File: src/mscm_pkg.sv
// Purpose: Shared constants for the Manchester sync and clock measure block
// Assumes: Registers sit at their printed offsets on a 16-bit plain port
// Notes:   Every offset, nonzero reset value, window and error count, and field position but status bits 2:0 lives here
package mscm_pkg;
  localparam int ADDR_W = 8;
  localparam int DATA_W = 16;

  localparam logic [7:0] CTRL_OFS     = 8'h11;
  localparam logic [7:0] COUNT_OFS    = 8'h12;
  localparam logic [7:0] STAT_OFS     = 8'h13;
  localparam logic [7:0] CFG_OFS      = 8'h14;
  localparam logic [7:0] IRQ_STAT_OFS = 8'h15;
  localparam logic [7:0] IRQ_MASK_OFS = 8'h16;

  localparam int CTRL_BUF32_EN_BIT = 13;
  localparam int CTRL_BUF54_EN_BIT = 14;
  localparam int CTRL_CORE_SEL_BIT = 15;
  localparam int STAT_SEL_LO       = 4;
  localparam int STAT_RSVD_BIT     = 3;
  localparam int CFG_CORE_EN_BIT   = 0;

  localparam logic [15:0] COUNT_RESET = 16'h0000;
  localparam logic [15:0] STAT_RESET  = 16'h0030;
  localparam logic [1:0]  SEL_DISABLE = 2'h3;
  localparam logic [1:0]  SEL_RESET   = STAT_RESET[5:4];

  localparam logic CORE_SUP = 1'b0;
  localparam logic CORE_DSP = 1'b1;

  // Window is 2^9 periods of the 32kHz reference
  localparam int REF_WINDOW_LOG2 = 9;
  localparam int REF_WINDOW      = 1 << REF_WINDOW_LOG2;

  localparam int ERR_LIMIT    = 3;
  localparam int FRAME_WINDOW = 10;

  localparam int IRQ_W        = 8;
  localparam int IRQ_BUF_LO   = 0;
  localparam int IRQ_DONE_BIT = 4;
  localparam int IRQ_LOSS_LO  = 5;

  typedef enum logic {MS_IDLE, MS_RUN} mscm_meas_t;
endpackage

File: src/mscm_sync_mon.sv
// Purpose: Sync status and loss-of-sync watch for one Manchester decoder
// Assumes: Pulses come from decoder logic on sys_clk
// Notes:   Loss wins over a sync bit in the same cycle
`timescale 1ns/100ps
module mscm_sync_mon
  import mscm_pkg::*;
#(
  parameter int ERR_LIM = mscm_pkg::ERR_LIMIT,
  parameter int FRAMES  = mscm_pkg::FRAME_WINDOW
)
(
  input  wire logic sys_clk,
  input  wire logic arst_n,
  input  wire logic syncBitPulse,
  input  wire logic syncErrPulse,
  input  wire logic frameTick,
  output logic      synced_q,
  output logic      lossPulse_q
);
  localparam int EW = $clog2(ERR_LIM + 1);
  localparam int FW = $clog2(FRAMES + 1);
  localparam logic [EW-1:0] ERR_LAST = EW'(ERR_LIM - 1);
  localparam logic [FW-1:0] FRM_LAST = FW'(FRAMES - 1);

  logic [EW-1:0] errCnt_q;
  logic [EW-1:0] errCnt_d;
  logic [FW-1:0] frameCnt_q;
  logic [FW-1:0] frameCnt_d;
  logic          synced_d;
  wire           windowOpen = (errCnt_q != '0);
  wire           errHit     = synced_q && syncErrPulse;
  wire           lose       = errHit && (errCnt_q == ERR_LAST);
  wire           expire     = windowOpen && frameTick
                              && (frameCnt_q == FRM_LAST);

  // Counter idles after a quiet window and restarts on the next error
  assign errCnt_d = (!synced_q || lose) ? '0 :          // see [RULE11]
                    errHit ? errCnt_q + 1'b1 :
                    expire ? '0 : errCnt_q;
  assign frameCnt_d = (errHit && !windowOpen) ? '0 :
                      (windowOpen && frameTick) ? frameCnt_q + 1'b1 :
                      frameCnt_q;
  assign synced_d = lose ? 1'b0 :                        // see [RULE11]
                    syncBitPulse ? 1'b1 : synced_q;      // see [RULE10]

  always_ff @(posedge sys_clk or negedge arst_n)
  begin
    if (!arst_n)
    begin
      errCnt_q    <= '0;
      frameCnt_q  <= '0;
      synced_q    <= 1'b0;
      lossPulse_q <= 1'b0;
    end
    else
    begin
      errCnt_q    <= errCnt_d;
      frameCnt_q  <= frameCnt_d;
      synced_q    <= synced_d;
      lossPulse_q <= lose;
    end
  end

  a_loss_clears: assert property (              // see [RULE11]
    @(posedge sys_clk) disable iff (!arst_n)
    lossPulse_q |-> !synced_q && $past(synced_q))
    else $error("sync kept after loss");

  a_sync_cause: assert property (               // see [RULE10]
    @(posedge sys_clk) disable iff (!arst_n)
    $rose(synced_q) |-> $past(syncBitPulse))
    else $error("sync set without sync bit");

  a_third_error: assert property (              // see [RULE11]
    @(posedge sys_clk) disable iff (!arst_n)
    errHit && errCnt_q == ERR_LAST |=> lossPulse_q && !synced_q)
    else $error("third error did not drop sync");
endmodule

File: src/mscm_top.sv
// Purpose: Converter irq routing, clock correction count, decoder status
// Assumes: One register port shared by both cores, busCore names the core
// Notes:   ref32kPin is asynchronous; all decoder pulses are on sys_clk
`timescale 1ns/100ps
// Notes on behaviour
// [RULE1] Control bit 13 enables buffer-full interrupts of buffers 3 and 2.
// [RULE2] Control bit 14 enables buffer-full interrupts of buffers 5 and 4.
// [RULE3] Core-select 0 routes interrupts and clearing to supervisory core.
// [RULE4] Only the supervisory core may write the core-select bit.
// [RULE5] Count register resets to 0000h, readable by both cores.
// [RULE6] Count sync bits of selected decoder over 512 reference periods.
// [RULE7] Writing a select value other than 11b starts one measurement.
// [RULE8] Count reads 0000h while busy, then holds the final count.
// [RULE9] Status resets to 30h; software writes reach only bits 5:4.
// [RULE10] Per-decoder sync bit reads 1 once synchronized, else 0.
// [RULE11] Three sync errors within 10 frames drop sync; counter restarts.
// [RULE12] Status bit 3 is reserved and reads zero.
// [RULE13] Select 11b disables measuring; 00b,01b,10b pick decoders 0-2.
// [RULE14] Each core owns a select copy; core-enable picks the active one.
// [RULE15] Software polls for nonzero count and avoids cross-core requests.
module mscm_top
  import mscm_pkg::*;
(
  input  wire logic                        sys_clk,
  input  wire logic                        arst_n,
  input  wire logic                        busCore,
  input  wire logic [mscm_pkg::ADDR_W-1:0] regAddr,
  input  wire logic [mscm_pkg::DATA_W-1:0] regWdata,
  input  wire logic                        regWr,
  input  wire logic                        regRd,
  output logic      [mscm_pkg::DATA_W-1:0] regRdata_q,
  input  wire logic [3:0]                  bufFullEvt,
  input  wire logic                        ref32kPin,
  input  wire logic [2:0]                  syncBitPulse,
  input  wire logic [2:0]                  syncErrPulse,
  input  wire logic [2:0]                  frameTick,
  output logic                             irqSupervisory_q,
  output logic                             irqSignalProc_q,
  output logic      [2:0]                  decoderSynced
);
  localparam int RW = REF_WINDOW_LOG2;
  localparam logic [RW-1:0] REF_LAST = RW'(REF_WINDOW - 1);

  function automatic logic hit(input logic [ADDR_W-1:0] a,
                               input logic [ADDR_W-1:0] ofs);
    hit = (a == ofs);
  endfunction

  // Register port decode
  wire ctrlWr    = regWr && hit(regAddr, CTRL_OFS);
  wire statWr    = regWr && hit(regAddr, STAT_OFS);
  wire cfgWr     = regWr && hit(regAddr, CFG_OFS);
  wire maskWr    = regWr && hit(regAddr, IRQ_MASK_OFS);
  wire irqStatRd = regRd && hit(regAddr, IRQ_STAT_OFS);

  // Converter control
  logic buf32En_q;
  logic buf54En_q;
  logic coreSel_q;
  logic coreSel_d;
  assign coreSel_d = (ctrlWr && busCore == CORE_SUP) ?    // see [RULE4]
                     regWdata[CTRL_CORE_SEL_BIT] : coreSel_q;

  always_ff @(posedge sys_clk or negedge arst_n)
  begin
    if (!arst_n)
    begin
      buf32En_q <= 1'b0;
      buf54En_q <= 1'b0;
      coreSel_q <= CORE_SUP;
    end
    else
    begin
      if (ctrlWr)
      begin
        buf32En_q <= regWdata[CTRL_BUF32_EN_BIT];
        buf54En_q <= regWdata[CTRL_BUF54_EN_BIT];
      end
      coreSel_q <= coreSel_d;
    end
  end

  // Per-core select copies and the core-enable bit
  logic [1:0] selSup_q;
  logic [1:0] selDsp_q;
  logic       coreEn_q;
  wire  [1:0] newSel   = regWdata[STAT_SEL_LO +: 2];
  wire        activeWr = statWr && (busCore == coreEn_q); // see [RULE14]
  wire        startReq = activeWr && newSel != SEL_DISABLE; // see [RULE7]
  wire        stopReq  = activeWr && newSel == SEL_DISABLE; // see [RULE13]

  always_ff @(posedge sys_clk or negedge arst_n)
  begin
    if (!arst_n)
    begin
      selSup_q <= SEL_RESET;
      selDsp_q <= SEL_RESET;
      coreEn_q <= CORE_SUP;
    end
    else
    begin
      if (statWr && busCore == CORE_SUP)
        selSup_q <= newSel;                             // see [RULE9]
      if (statWr && busCore == CORE_DSP)
        selDsp_q <= newSel;                             // see [RULE9]
      if (cfgWr)
        coreEn_q <= regWdata[CFG_CORE_EN_BIT];
    end
  end

  // Reference pin: three stages, change taken once stages two and three agree
  logic refMeta_q;
  logic refS2_q;
  logic refS3_q;
  logic refLevel_q;
  wire  refStable = (refS2_q == refS3_q);
  wire  refRise   = refStable && refS3_q && !refLevel_q;

  always_ff @(posedge sys_clk or negedge arst_n)
  begin
    if (!arst_n)
    begin
      refMeta_q  <= 1'b0;
      refS2_q    <= 1'b0;
      refS3_q    <= 1'b0;
      refLevel_q <= 1'b0;
    end
    else
    begin
      refMeta_q <= ref32kPin;
      refS2_q   <= refMeta_q;
      refS3_q   <= refS2_q;
      if (refStable)
        refLevel_q <= refS3_q;
    end
  end

  // Measurement engine
  mscm_meas_t    measState_q;
  mscm_meas_t    measState_d;
  logic [1:0]    measDec_q;
  logic [RW-1:0] refCnt_q;
  logic [15:0]   syncCnt_q;
  logic [15:0]   count_q;
  logic [15:0]   count_d;
  logic          measDone;

  wire running  = (measState_q == MS_RUN);
  wire decHit   = syncBitPulse[measDec_q];
  wire cntFull  = (syncCnt_q == 16'hFFFF);
  // Saturate rather than wrap, a wrapped count would look plausible
  wire [15:0] syncNext = (decHit && !cntFull) ?
                         syncCnt_q + 16'h0001 : syncCnt_q;
  wire windowEnd = running && refRise && (refCnt_q == REF_LAST); // see [RULE6]

  always_comb
  begin
    measState_d = measState_q;
    measDone    = 1'b0;
    case (measState_q)
      MS_IDLE:
      begin
        if (startReq)
          measState_d = MS_RUN;
      end
      MS_RUN:
      begin
        if (stopReq)
          measState_d = MS_IDLE;
        else if (startReq)
          measState_d = MS_RUN;
        else if (windowEnd)
        begin
          measState_d = MS_IDLE;
          measDone    = 1'b1;
        end
      end
      default:
        measState_d = MS_IDLE;
    endcase
  end

  assign count_d = startReq ? COUNT_RESET :              // see [RULE8]
                   measDone ? syncNext : count_q;

  always_ff @(posedge sys_clk or negedge arst_n)
  begin
    if (!arst_n)
    begin
      measState_q <= MS_IDLE;
      measDec_q   <= 2'h0;
      refCnt_q    <= '0;
      syncCnt_q   <= 16'h0000;
      count_q     <= COUNT_RESET;                        // see [RULE5]
    end
    else
    begin
      measState_q <= measState_d;
      count_q     <= count_d;
      if (startReq)
      begin
        measDec_q <= newSel;                             // see [RULE13]
        refCnt_q  <= '0;
        syncCnt_q <= 16'h0000;
      end
      else if (running)
      begin
        syncCnt_q <= syncNext;                           // see [RULE6]
        if (refRise)
          refCnt_q <= refCnt_q + 1'b1;
      end
    end
  end

  // Decoder sync monitors
  logic [2:0] lossPulse;
  genvar gi;
  generate
    for (gi = 0; gi < 3; gi++)
    begin : g_dec
      mscm_sync_mon u_mon (
        .sys_clk      (sys_clk),
        .arst_n       (arst_n),
        .syncBitPulse (syncBitPulse[gi]),
        .syncErrPulse (syncErrPulse[gi]),
        .frameTick    (frameTick[gi]),
        .synced_q     (decoderSynced[gi]),
        .lossPulse_q  (lossPulse[gi])
      );
    end
  endgenerate

  // Interrupt status, mask and routing
  logic [IRQ_W-1:0] irqStat_q;
  logic [IRQ_W-1:0] irqMask_q;
  wire  [IRQ_W-1:0] irqEvt   = {lossPulse, measDone, bufFullEvt};
  // Only the routed core may clear; the other core reads without side effect
  wire              ownerRd  = irqStatRd
                               && (busCore == coreSel_q);   // see [RULE3]
  // Set wins over a clear in the same cycle
  wire  [IRQ_W-1:0] irqStat_d = (ownerRd ? '0 : irqStat_q) | irqEvt;
  wire  [IRQ_W-1:0] localEn  = {4'hF, buf54En_q, buf54En_q,  // see [RULE2]
                                buf32En_q, buf32En_q};       // see [RULE1]
  wire              irqAny   = |(irqStat_q & irqMask_q & localEn);

  always_ff @(posedge sys_clk or negedge arst_n)
  begin
    if (!arst_n)
    begin
      irqStat_q        <= '0;
      irqMask_q        <= '0;
      irqSupervisory_q <= 1'b0;
      irqSignalProc_q  <= 1'b0;
    end
    else
    begin
      irqStat_q        <= irqStat_d;
      if (maskWr)
        irqMask_q <= regWdata[IRQ_W-1:0];
      irqSupervisory_q <= irqAny && coreSel_q == CORE_SUP; // see [RULE3]
      irqSignalProc_q  <= irqAny && coreSel_q == CORE_DSP; // see [RULE3]
    end
  end

  // Read path, data valid only in the cycle after the strobe
  wire [1:0]  readerSel = (busCore == CORE_DSP) ? selDsp_q : selSup_q;
  wire [15:0] statView  = {10'h000, readerSel, 1'b0,     // see [RULE12]
                           decoderSynced};               // see [RULE10]
  wire [15:0] ctrlView  = {coreSel_q, buf54En_q, buf32En_q, 13'h0000};
  wire [15:0] rdMux =
    hit(regAddr, CTRL_OFS)     ? ctrlView :
    hit(regAddr, COUNT_OFS)    ? count_q :               // see [RULE5]
    hit(regAddr, STAT_OFS)     ? statView :
    hit(regAddr, CFG_OFS)      ? {15'h0000, coreEn_q} :
    hit(regAddr, IRQ_STAT_OFS) ? {8'h00, irqStat_q} :
    hit(regAddr, IRQ_MASK_OFS) ? {8'h00, irqMask_q} : 16'h0000;

  always_ff @(posedge sys_clk or negedge arst_n)
  begin
    if (!arst_n)
      regRdata_q <= 16'h0000;
    else
      regRdata_q <= regRd ? rdMux : 16'h0000;
  end

  // Checks
  a_busy_zero: assert property (                         // see [RULE8]
    @(posedge sys_clk) disable iff (!arst_n)
    running && !$rose(running) |-> count_q == 16'h0000)
    else $error("count nonzero while busy");

  a_start_meas: assert property (                        // see [RULE7]
    @(posedge sys_clk) disable iff (!arst_n)
    startReq |=> running && count_q == 16'h0000 && measDec_q == $past(newSel))
    else $error("select write did not start");

  a_disable_sel: assert property (                       // see [RULE13]
    @(posedge sys_clk) disable iff (!arst_n)
    stopReq |=> !running)
    else $error("select 11b did not stop");

  a_core_sel_wr: assert property (                       // see [RULE4]
    @(posedge sys_clk) disable iff (!arst_n)
    ctrlWr && busCore == CORE_DSP |=> $stable(coreSel_q))
    else $error("second core changed core select");

  a_irq_route: assert property (                         // see [RULE3]
    @(posedge sys_clk) disable iff (!arst_n)
    !(irqSupervisory_q && irqSignalProc_q)
    and (irqSignalProc_q |-> $past(coreSel_q) == CORE_DSP))
    else $error("interrupt sent to wrong core");

  a_clear_owner: assert property (                       // see [RULE3]
    @(posedge sys_clk) disable iff (!arst_n)
    irqStatRd && busCore != coreSel_q |=> irqStat_q == $past(irqStat_d)
    && (irqStat_q & $past(irqStat_q)) == $past(irqStat_q))
    else $error("non-owner read cleared flags");

  a_rsvd_zero: assert property (                         // see [RULE12]
    @(posedge sys_clk) disable iff (!arst_n)
    regRd && hit(regAddr, STAT_OFS) |=> !regRdata_q[STAT_RSVD_BIT]
    && regRdata_q[2:0] == $past(decoderSynced))
    else $error("status bit 3 read nonzero");

  a_window_len: assert property (                        // see [RULE6]
    @(posedge sys_clk) disable iff (!arst_n)
    measDone |-> refRise && refCnt_q == REF_LAST)
    else $error("window not 512 reference periods");

  a_done_load: assert property (                         // see [RULE8]
    @(posedge sys_clk) disable iff (!arst_n)
    measDone |=> count_q == $past(syncNext) && !running)
    else $error("final count not loaded");

  a_buf_enable: assert property (                        // see [RULE1]
    @(posedge sys_clk) disable iff (!arst_n)
    irqStat_q[IRQ_W-1:2] == '0 && !buf32En_q
    |=> !irqSupervisory_q && !irqSignalProc_q)
    else $error("buffer 3:2 irq with enable off");

  a_buf54_enable: assert property (                      // see [RULE2]
    @(posedge sys_clk) disable iff (!arst_n)
    irqStat_q[1:0] == 2'h0 && irqStat_q[IRQ_W-1:4] == '0 && !buf54En_q
    |=> !irqSupervisory_q && !irqSignalProc_q)
    else $error("buffer 5:4 irq with enable off");

  a_copy_pick: assert property (                         // see [RULE14]
    @(posedge sys_clk) disable iff (!arst_n)
    statWr && busCore != coreEn_q && !windowEnd |=> $stable(measState_q)
    && $stable(measDec_q))
    else $error("inactive copy drove measurement");
endmodule

File: config.mk
export PLATFORM = sky130hd
export DESIGN_NAME = mscm_top
export DESIGN_NICKNAME = d
export VERILOG_FILES = /design/src/mscm_pkg.sv /design/src/mscm_sync_mon.sv /design/src/mscm_top.sv
export SDC_FILE = /design/constraint.sdc
export NUM_CORES = 1
export LEC_CHECK = 0
export BUFFER_PORTS_ARGS = -buffer_cell sky130_fd_sc_hd__buf_2
export CORE_MARGIN = 3
export CORE_UTILIZATION = 53
export CTS_BUF_LIST = sky130_fd_sc_hd__clkbuf_4 sky130_fd_sc_hd__clkbuf_8 sky130_fd_sc_hd__clkbuf_16
export CTS_CLUSTER_SIZE = 20
export DETAILED_ROUTE_END_ITERATION = 12
export PLACE_DENSITY_LB_ADDON = 0.2
export RECOVER_POWER = 50
export SKIP_CTS_REPAIR_TIMING = 1
export SLEW_MARGIN = 0
export SYNTH_ARGS = -nofsm -noshare
export SYNTH_HDL_FRONTEND = slang
export SYNTH_SLANG_ARGS = --single-unit
File: constraint.sdc
create_clock -name sys_clk -period 1.85 [get_ports sys_clk]
set_clock_uncertainty 0.05 [all_clocks]
set_input_delay 0.37 -clock sys_clk [delete_from_list [all_inputs] [get_ports sys_clk]]
set_output_delay 0.37 -clock sys_clk [all_outputs]
set_load 0.005 [all_outputs]
After elaboration in Yosys (flattened, before gate mapping). Index checks and enable logic that the tools add are counted.

Add/sub/neg operators: 8. Magnitude comparators: 1. Equal/unequal tests: 19. Multiplexer cells: 49. Bitwise gates (word level): 6. Reductions and logical operators: 62.

Operators by type and width (count): 16-bit two-way mux (8); 8-bit by 5-bit equality test with 1-bit output (second input constant) (6); 8-bit two-way mux (5); 1-bit logical AND (34); 9-bit two-way mux (3); 4-bit two-way mux (6); 2-bit nonzero test (12); 2-bit two-way mux (10); 16-bit by 1-bit adder with 16-bit output (second input constant) (1); 8-bit bitwise AND (2); 16-bit equality test (second input constant) (1); 1-bit two-way mux (15); 4-bit by 1-bit adder with 4-bit output (second input constant) (3); 4-bit equality test (second input constant) (3); 9-bit by 1-bit adder with 9-bit output (second input constant) (1); 9-bit equality test (second input constant) (1); 3-bit nonzero test (3); 2-bit equality test (second input constant) (4); 1-bit zero test (8); 8-bit OR (1); 8-bit OR reduction (1); 2-bit by 1-bit adder with 2-bit output (second input constant) (3); 1-bit equality test (3); 1-bit logical OR (3); other kinds (6) (8).

Bits in registers: 114. Input port bits: 43. Output and inout bits: 21. Logic and storage cells: 177.

Depth between registers and ports, before layout.
Depth after elaboration: 11. Mapped depth: 9. Mapped depth without buffers: 8.

Cells and area by module. From an unflattened synthesis, not the netlist that was laid out.

Cells, all modules: 542. Area total of the unflattened synthesis: 5630.4 um2.

Modules (own cells, without submodules): mscm_top (times used 1, cells an instance 413, area each 4339.2 um2, sequential area each 2257.2 um2); mscm_sync_mon (times used 3, cells an instance 43, area each 430.4 um2, sequential area each 200.2 um2).

Worst setup path before layout. OpenSTA, ideal clock, no wires.

Path type: in2reg. Start point: in regAddr[3] (netlist bit). End point: reg count_q[10]. Setup time: 0.137 ns. Arrival time: 1.962 ns. Path slack: -0.299 ns. Cell stages on the path: 7. Cells stage by stage: or4b_4 nor4_4 nand3_4 a21o_4 buf_6 o21ai_0 a21oi_1.

Cells in the longest elaborated chain, start to end: 8. Elaborated cells on any way between the ends: 10.

RTL lines: from (decl) (line mscm_top.sv:27) `input wire logic [mscm_pkg::ADDR_W-1:0] regAddr,`; 8-bit by 5-bit equality test with 1-bit output * (line mscm_top.sv:46) `hit = (a == ofs);`; 1-bit logical AND * (line mscm_top.sv:51) `wire statWr = regWr && hit(regAddr, STAT_OFS);`; 1-bit logical AND * (line mscm_top.sv:88) `wire activeWr = statWr && (busCore == coreEn_q);`; 1-bit logical AND (line mscm_top.sv:89) `wire startReq = activeWr && newSel != SEL_DISABLE;`; 1-bit two-way mux (line mscm_top.sv:170) `else if (startReq)`; 1-bit two-way mux (line mscm_top.sv:168) `if (stopReq)`; 1-bit two-way mux (line mscm_top.sv:160) `case (measState_q)`; 2-bit nonzero test (no source line); to (signal assigned) (line mscm_top.sv:199) `count_q <= count_d;`; to (decl) (line mscm_top.sv:144) `logic [15:0] count_q;`.

Every way passes the cells marked *; elsewhere a longest branch is shown, timed or not. A chain may end at the register's enable or synchronous reset.

Worst setup path after layout.
Start point: reg refCnt_q[1]. End point: reg count_q[1].

Cells in the longest elaborated chain, start to end: 7.

RTL lines: from (decl) (line mscm_top.sv:142) `logic [RW-1:0] refCnt_q;`; from (signal assigned) (line mscm_top.sv:210) `refCnt_q <= refCnt_q + 1'b1;`; 9-bit equality test (line mscm_top.sv:154) `wire windowEnd = running && refRise && (refCnt_q == REF_LAST);`; 1-bit logical AND (line mscm_top.sv:154); 1-bit two-way mux (line mscm_top.sv:172) `else if (windowEnd)`; 1-bit two-way mux (line mscm_top.sv:170); 1-bit two-way mux (line mscm_top.sv:168); 1-bit two-way mux (line mscm_top.sv:160); 2-bit nonzero test (no source line).

No other way between the ends.

==> flow_summary.json <==
{
  "mappedNetlistArea_mm2": 0.00548,
  "numCtsBuffers": 17,
  "placement_rows": 36,
  "clock_insertion_delay_worst_skew_ns": 0.52,
  "synth-seq-area-share_pct": 52.1,
  "async_reset_ff_share_pct": 100,
  "num_antenna_cells": 0,
  "synthesis.nets": 578,
  "dominantRegCellSynth": "sky130_fd_sc_hd__dfrtp_1",
  "post-layout-total-power_mw": 7.64,
  "failed_checks": "setup timing",
  "cp_data_required_time_ns": 2.22,
  "die_extent_in_x_um": 108,
  "die_outline_area_mm2": 0.0116,
  "unique_masters_post_synth": 47,
  "path_clk_slew_ns": 0.05,
  "drt-wirelength-per-cell_um": 16.3,
  "synth_top_cell_by_area": "sky130_fd_sc_hd__dfrtp_1",
  "port_buffers": 58,
  "die-height_um": 108,
  "synth_seq_cells": 114,
  "outcome": "finished with violations",
  "synth_area_leaders": "sky130_fd_sc_hd__dfrtp_1, sky130_fd_sc_hd__xor2_1, sky130_fd_sc_hd__ha_1",
  "max-vdd-ir-drop_uv": 531,
  "start_util_pct": 55.3,
  "sequential_power_share_pct": 40.5,
  "combinationalPowerShare_pct": 16.6,
  "power-per-cell-area_mw_per_mm2": 1070,
  "grt_overflow_total": 0,
  "nets": 701,
  "crit_path_start_kind": "flop",
  "grt_max_degree": 34,
  "holdCritPathClass": "in -> reg",
  "final-instance-count-excl-fill": 788,
  "route.vias.total": 4369,
  "number_of_enable_type_register_cells_in_the_synthesized_netlist": 0,
  "sequential_cell_area_mm2": 0.00286,
  "viasPerCell": 5.54,
  "maxCapViolations": 0,
  "switchingPower_mw": 2.07,
  "p_int_mw": 5.56,
  "dr.pass1.iters": 5,
  "max_freq_ghz": 0.517,
  "post-synth-top-count-cell": "sky130_fd_sc_hd__dfrtp_1",
  "dp_slack_ns": -0.364,
  "fin_crit_ns": 1.94,
  "finalMaxSlewViolations": 0,
  "worst_pin_slew_ns": 0.765,
  "p_leak_nw": 3.30,
  "core_area_mm2": 0.00991,
  "synth_common_cells": "sky130_fd_sc_hd__dfrtp_1, sky130_fd_sc_hd__nor2_1, sky130_fd_sc_hd__nand2_1",
  "setup_violations": 17,
  "crit_fanout": 8,
  "drt-initial-drc-count": 299,
  "critPathKind": "reg -> reg",
  "tritoncts_clock_tree": "done",
  "post_route_cells_drive_above_1_share_pct": 31.3,
  "first_global_vias": 4300,
  "detailed_place_hpwl_mm": 8.41,
  "netlist_instances": 519,
  "syn-mean-instance-area_um2": 10.6,
  "drc": 0,
  "critPathArrivalTime_ns": 2.31,
  "ys.warnings.count": 0,
  "share_clk_of_total_power_pct": 42.8,
  "number_of_antenna_violations_at_the_first_check_in_global_routing": 0,
  "max-slew-margin-rel_pct": 49.0,
  "rr_worst_depth": 9,
  "netlist.area_leader.share_pct": 50.2,
  "place_inst": 742,
  "final.period_utilization_pct": 105,
  "wirelength_mm": 12.9,
  "ctsLongestPathBuffers": 2,
  "crit_path_end_kind": "flop",
  "final_antenna_net_count": 0,
  "ctsHtreeMaxLevel": 4,
  "area_growth_syn_to_layout_pct": 30.5,
  "clock-root-buffer": "sky130_fd_sc_hd__clkbuf_8",
  "hold_depth": 2,
  "clock_sinks": 114,
  "power.share.switching_pct": 27.2,
  "hold_viol_final": 0,
  "multiInputGateArea_mm2": 0.00259,
  "global_route_wire_length_before_repair_mm": 20.1,
  "post-route-worst-setup-slack_ns": -0.0852,
  "gp_congestion": 0.897,
  "track_usage_pct": 22.0,
  "rsz0062_at_grt": "true",
  "total_of_fill_cells_in_the_finished_design": 658,
  "boundaryPins": 64
}
through the flow:
step / cell area, um2 / utilization, % / hold WS [ns] / setup TNS (ns)
3_5_place_dp: 6300 / 63.5 / 0.289 / -21.18
5_1_grt: 7150 / 72.2 / 0.00146 / -2.27
2_1_floorplan: 5490 / - / 0.0244 / -12.73
6_report: 7150 / 72.2 / 0.0221 / -0.875
4_1_cts: 6900 / 69.6 / -0.245 / -0.624
3_3_place_gp: 6300 / 63.5 / 0.284 / -19.77
critical path, cell delays in order, from the launching register on:
cell and delay (ns):
sky130_fd_sc_hd__dfrtp_1 0.37, sky130_fd_sc_hd__ha_2 0.19, sky130_fd_sc_hd__and3_4 0.17, sky130_fd_sc_hd__and3_4 0.18
sky130_fd_sc_hd__ha_4 0.14, sky130_fd_sc_hd__nand2_4 0.05, sky130_fd_sc_hd__a31oi_4 0.25, sky130_fd_sc_hd__buf_12 0.16
sky130_fd_sc_hd__o21ai_0 0.09, sky130_fd_sc_hd__a21oi_1 0.17
logic make-up after synthesis:
family / after synthesis / share of synthesized area [%]
fa+ha+maj: 16 / 3.65
mux: 24 / 4.77
simple gates: 187 / 17.6
compound gates: 101 / 12.3
buf+inv: 36 / 3.03
xor+xnor: 41 / 6.55
flops: 114 / 52.1
metal layers:
| metal | vias to the layer above | track usage, % | part of all wire [%] |
|---|---|---|---|
| li1 | 2079 | - | - |
| met1 | 2141 | 28.1 | 43 |
| met2 | 132 | 36.6 | 51 |
| met3 | 17 | 3.78 | 5.2 |
| met4 | 0 | 10.2 | 1.5 |
| met5 | - | 0 | 0 |
area by class of cell:
cell class	count	share of cell area, %
Multi-Input combinational cell	369	36.2
Tap cell	133	2.33
Clock inverter	12	2.19
Inverter	16	0.839
Sequential cell	114	39.9
Timing Repair Buffer	124	12.2
Clock buffer	20	6.28
sequential cells by signal (all words and copies together) (netlist names), 2 cells and up:
name	flops
regRdata_q	16
irqMask_q	8
count_q	16
refCnt_q	9
selDsp_q	2
g_dec.u_mon.frameCnt_q	12
g_dec.u_mon.errCnt_q	6
selSup_q	2
g_dec.u_mon.lossPulse_q	3
g_dec.u_mon.synced_q	3
irqStat_q	8
syncCnt_q	16
measDec_q	2
final timing paths:
| kind | from | end | slack [ns] |
|---|---|---|---|
| worst max register to register | refCnt_q[1]$_DFFE_PN0P_ | count_q[1]$_DFFE_PN0P_ | -0.09 |
| worst min register to register | refMeta_q$_DFF_PN0_ | refS2_q$_DFF_PN0_ | 0.30 |
| worst max-delay path | refCnt_q[1]$_DFFE_PN0P_ | count_q[1]$_DFFE_PN0P_ | -0.09 |
| max in group asynchronous | arst_n | refS3_q$_DFF_PN0_ | 0.26 |
| min in group asynchronous | arst_n | g_dec[1].u_mon.synced_q$_DFFE_PN0P_ | 0.40 |
| worst min-delay path | bufFullEvt[1] | irqStat_q[1]$_DFF_PN0_ | 0.02 |
cells in the final DEF (no fill, tap or decap), types with 9 or more instances in the layout:
| master | instances |
|---|---|
| sky130_fd_sc_hd__o21ai_0 | 24 |
| sky130_fd_sc_hd__nand3_1 | 24 |
| sky130_fd_sc_hd__a21o_1 | 9 |
| sky130_fd_sc_hd__a21oi_1 | 22 |
| sky130_fd_sc_hd__buf_4 | 47 |
| sky130_fd_sc_hd__clkbuf_16 | 18 |
| sky130_fd_sc_hd__inv_1 | 16 |
| sky130_fd_sc_hd__nor2_1 | 46 |
| sky130_fd_sc_hd__nand4_1 | 12 |
| sky130_fd_sc_hd__ha_1 | 14 |
| sky130_fd_sc_hd__nor2b_1 | 9 |
| sky130_fd_sc_hd__nand2_1 | 40 |
| sky130_fd_sc_hd__xor2_1 | 28 |
| sky130_fd_sc_hd__dfrtp_1 | 110 |
| sky130_fd_sc_hd__xnor2_1 | 13 |
| sky130_fd_sc_hd__mux2_2 | 15 |
| sky130_fd_sc_hd__buf_2 | 60 |
| sky130_fd_sc_hd__and3_1 | 12 |
power by group through the flow:
stage | clock (mW) | combinational (mW) | sequential (mW)
3_3_place_gp | 0 | 1.08 | 3.11
5_1_grt | 3.44 | 1.44 | 3.14
3_5_place_dp | 0 | 1.14 | 3.12
4_1_cts | 3.31 | 1.16 | 3.09
6_report | 3.27 | 1.27 | 3.10
2_1_floorplan | 0 | 0.780 | 3.05
No activity file was read; power rests on OpenSTA's default activity.
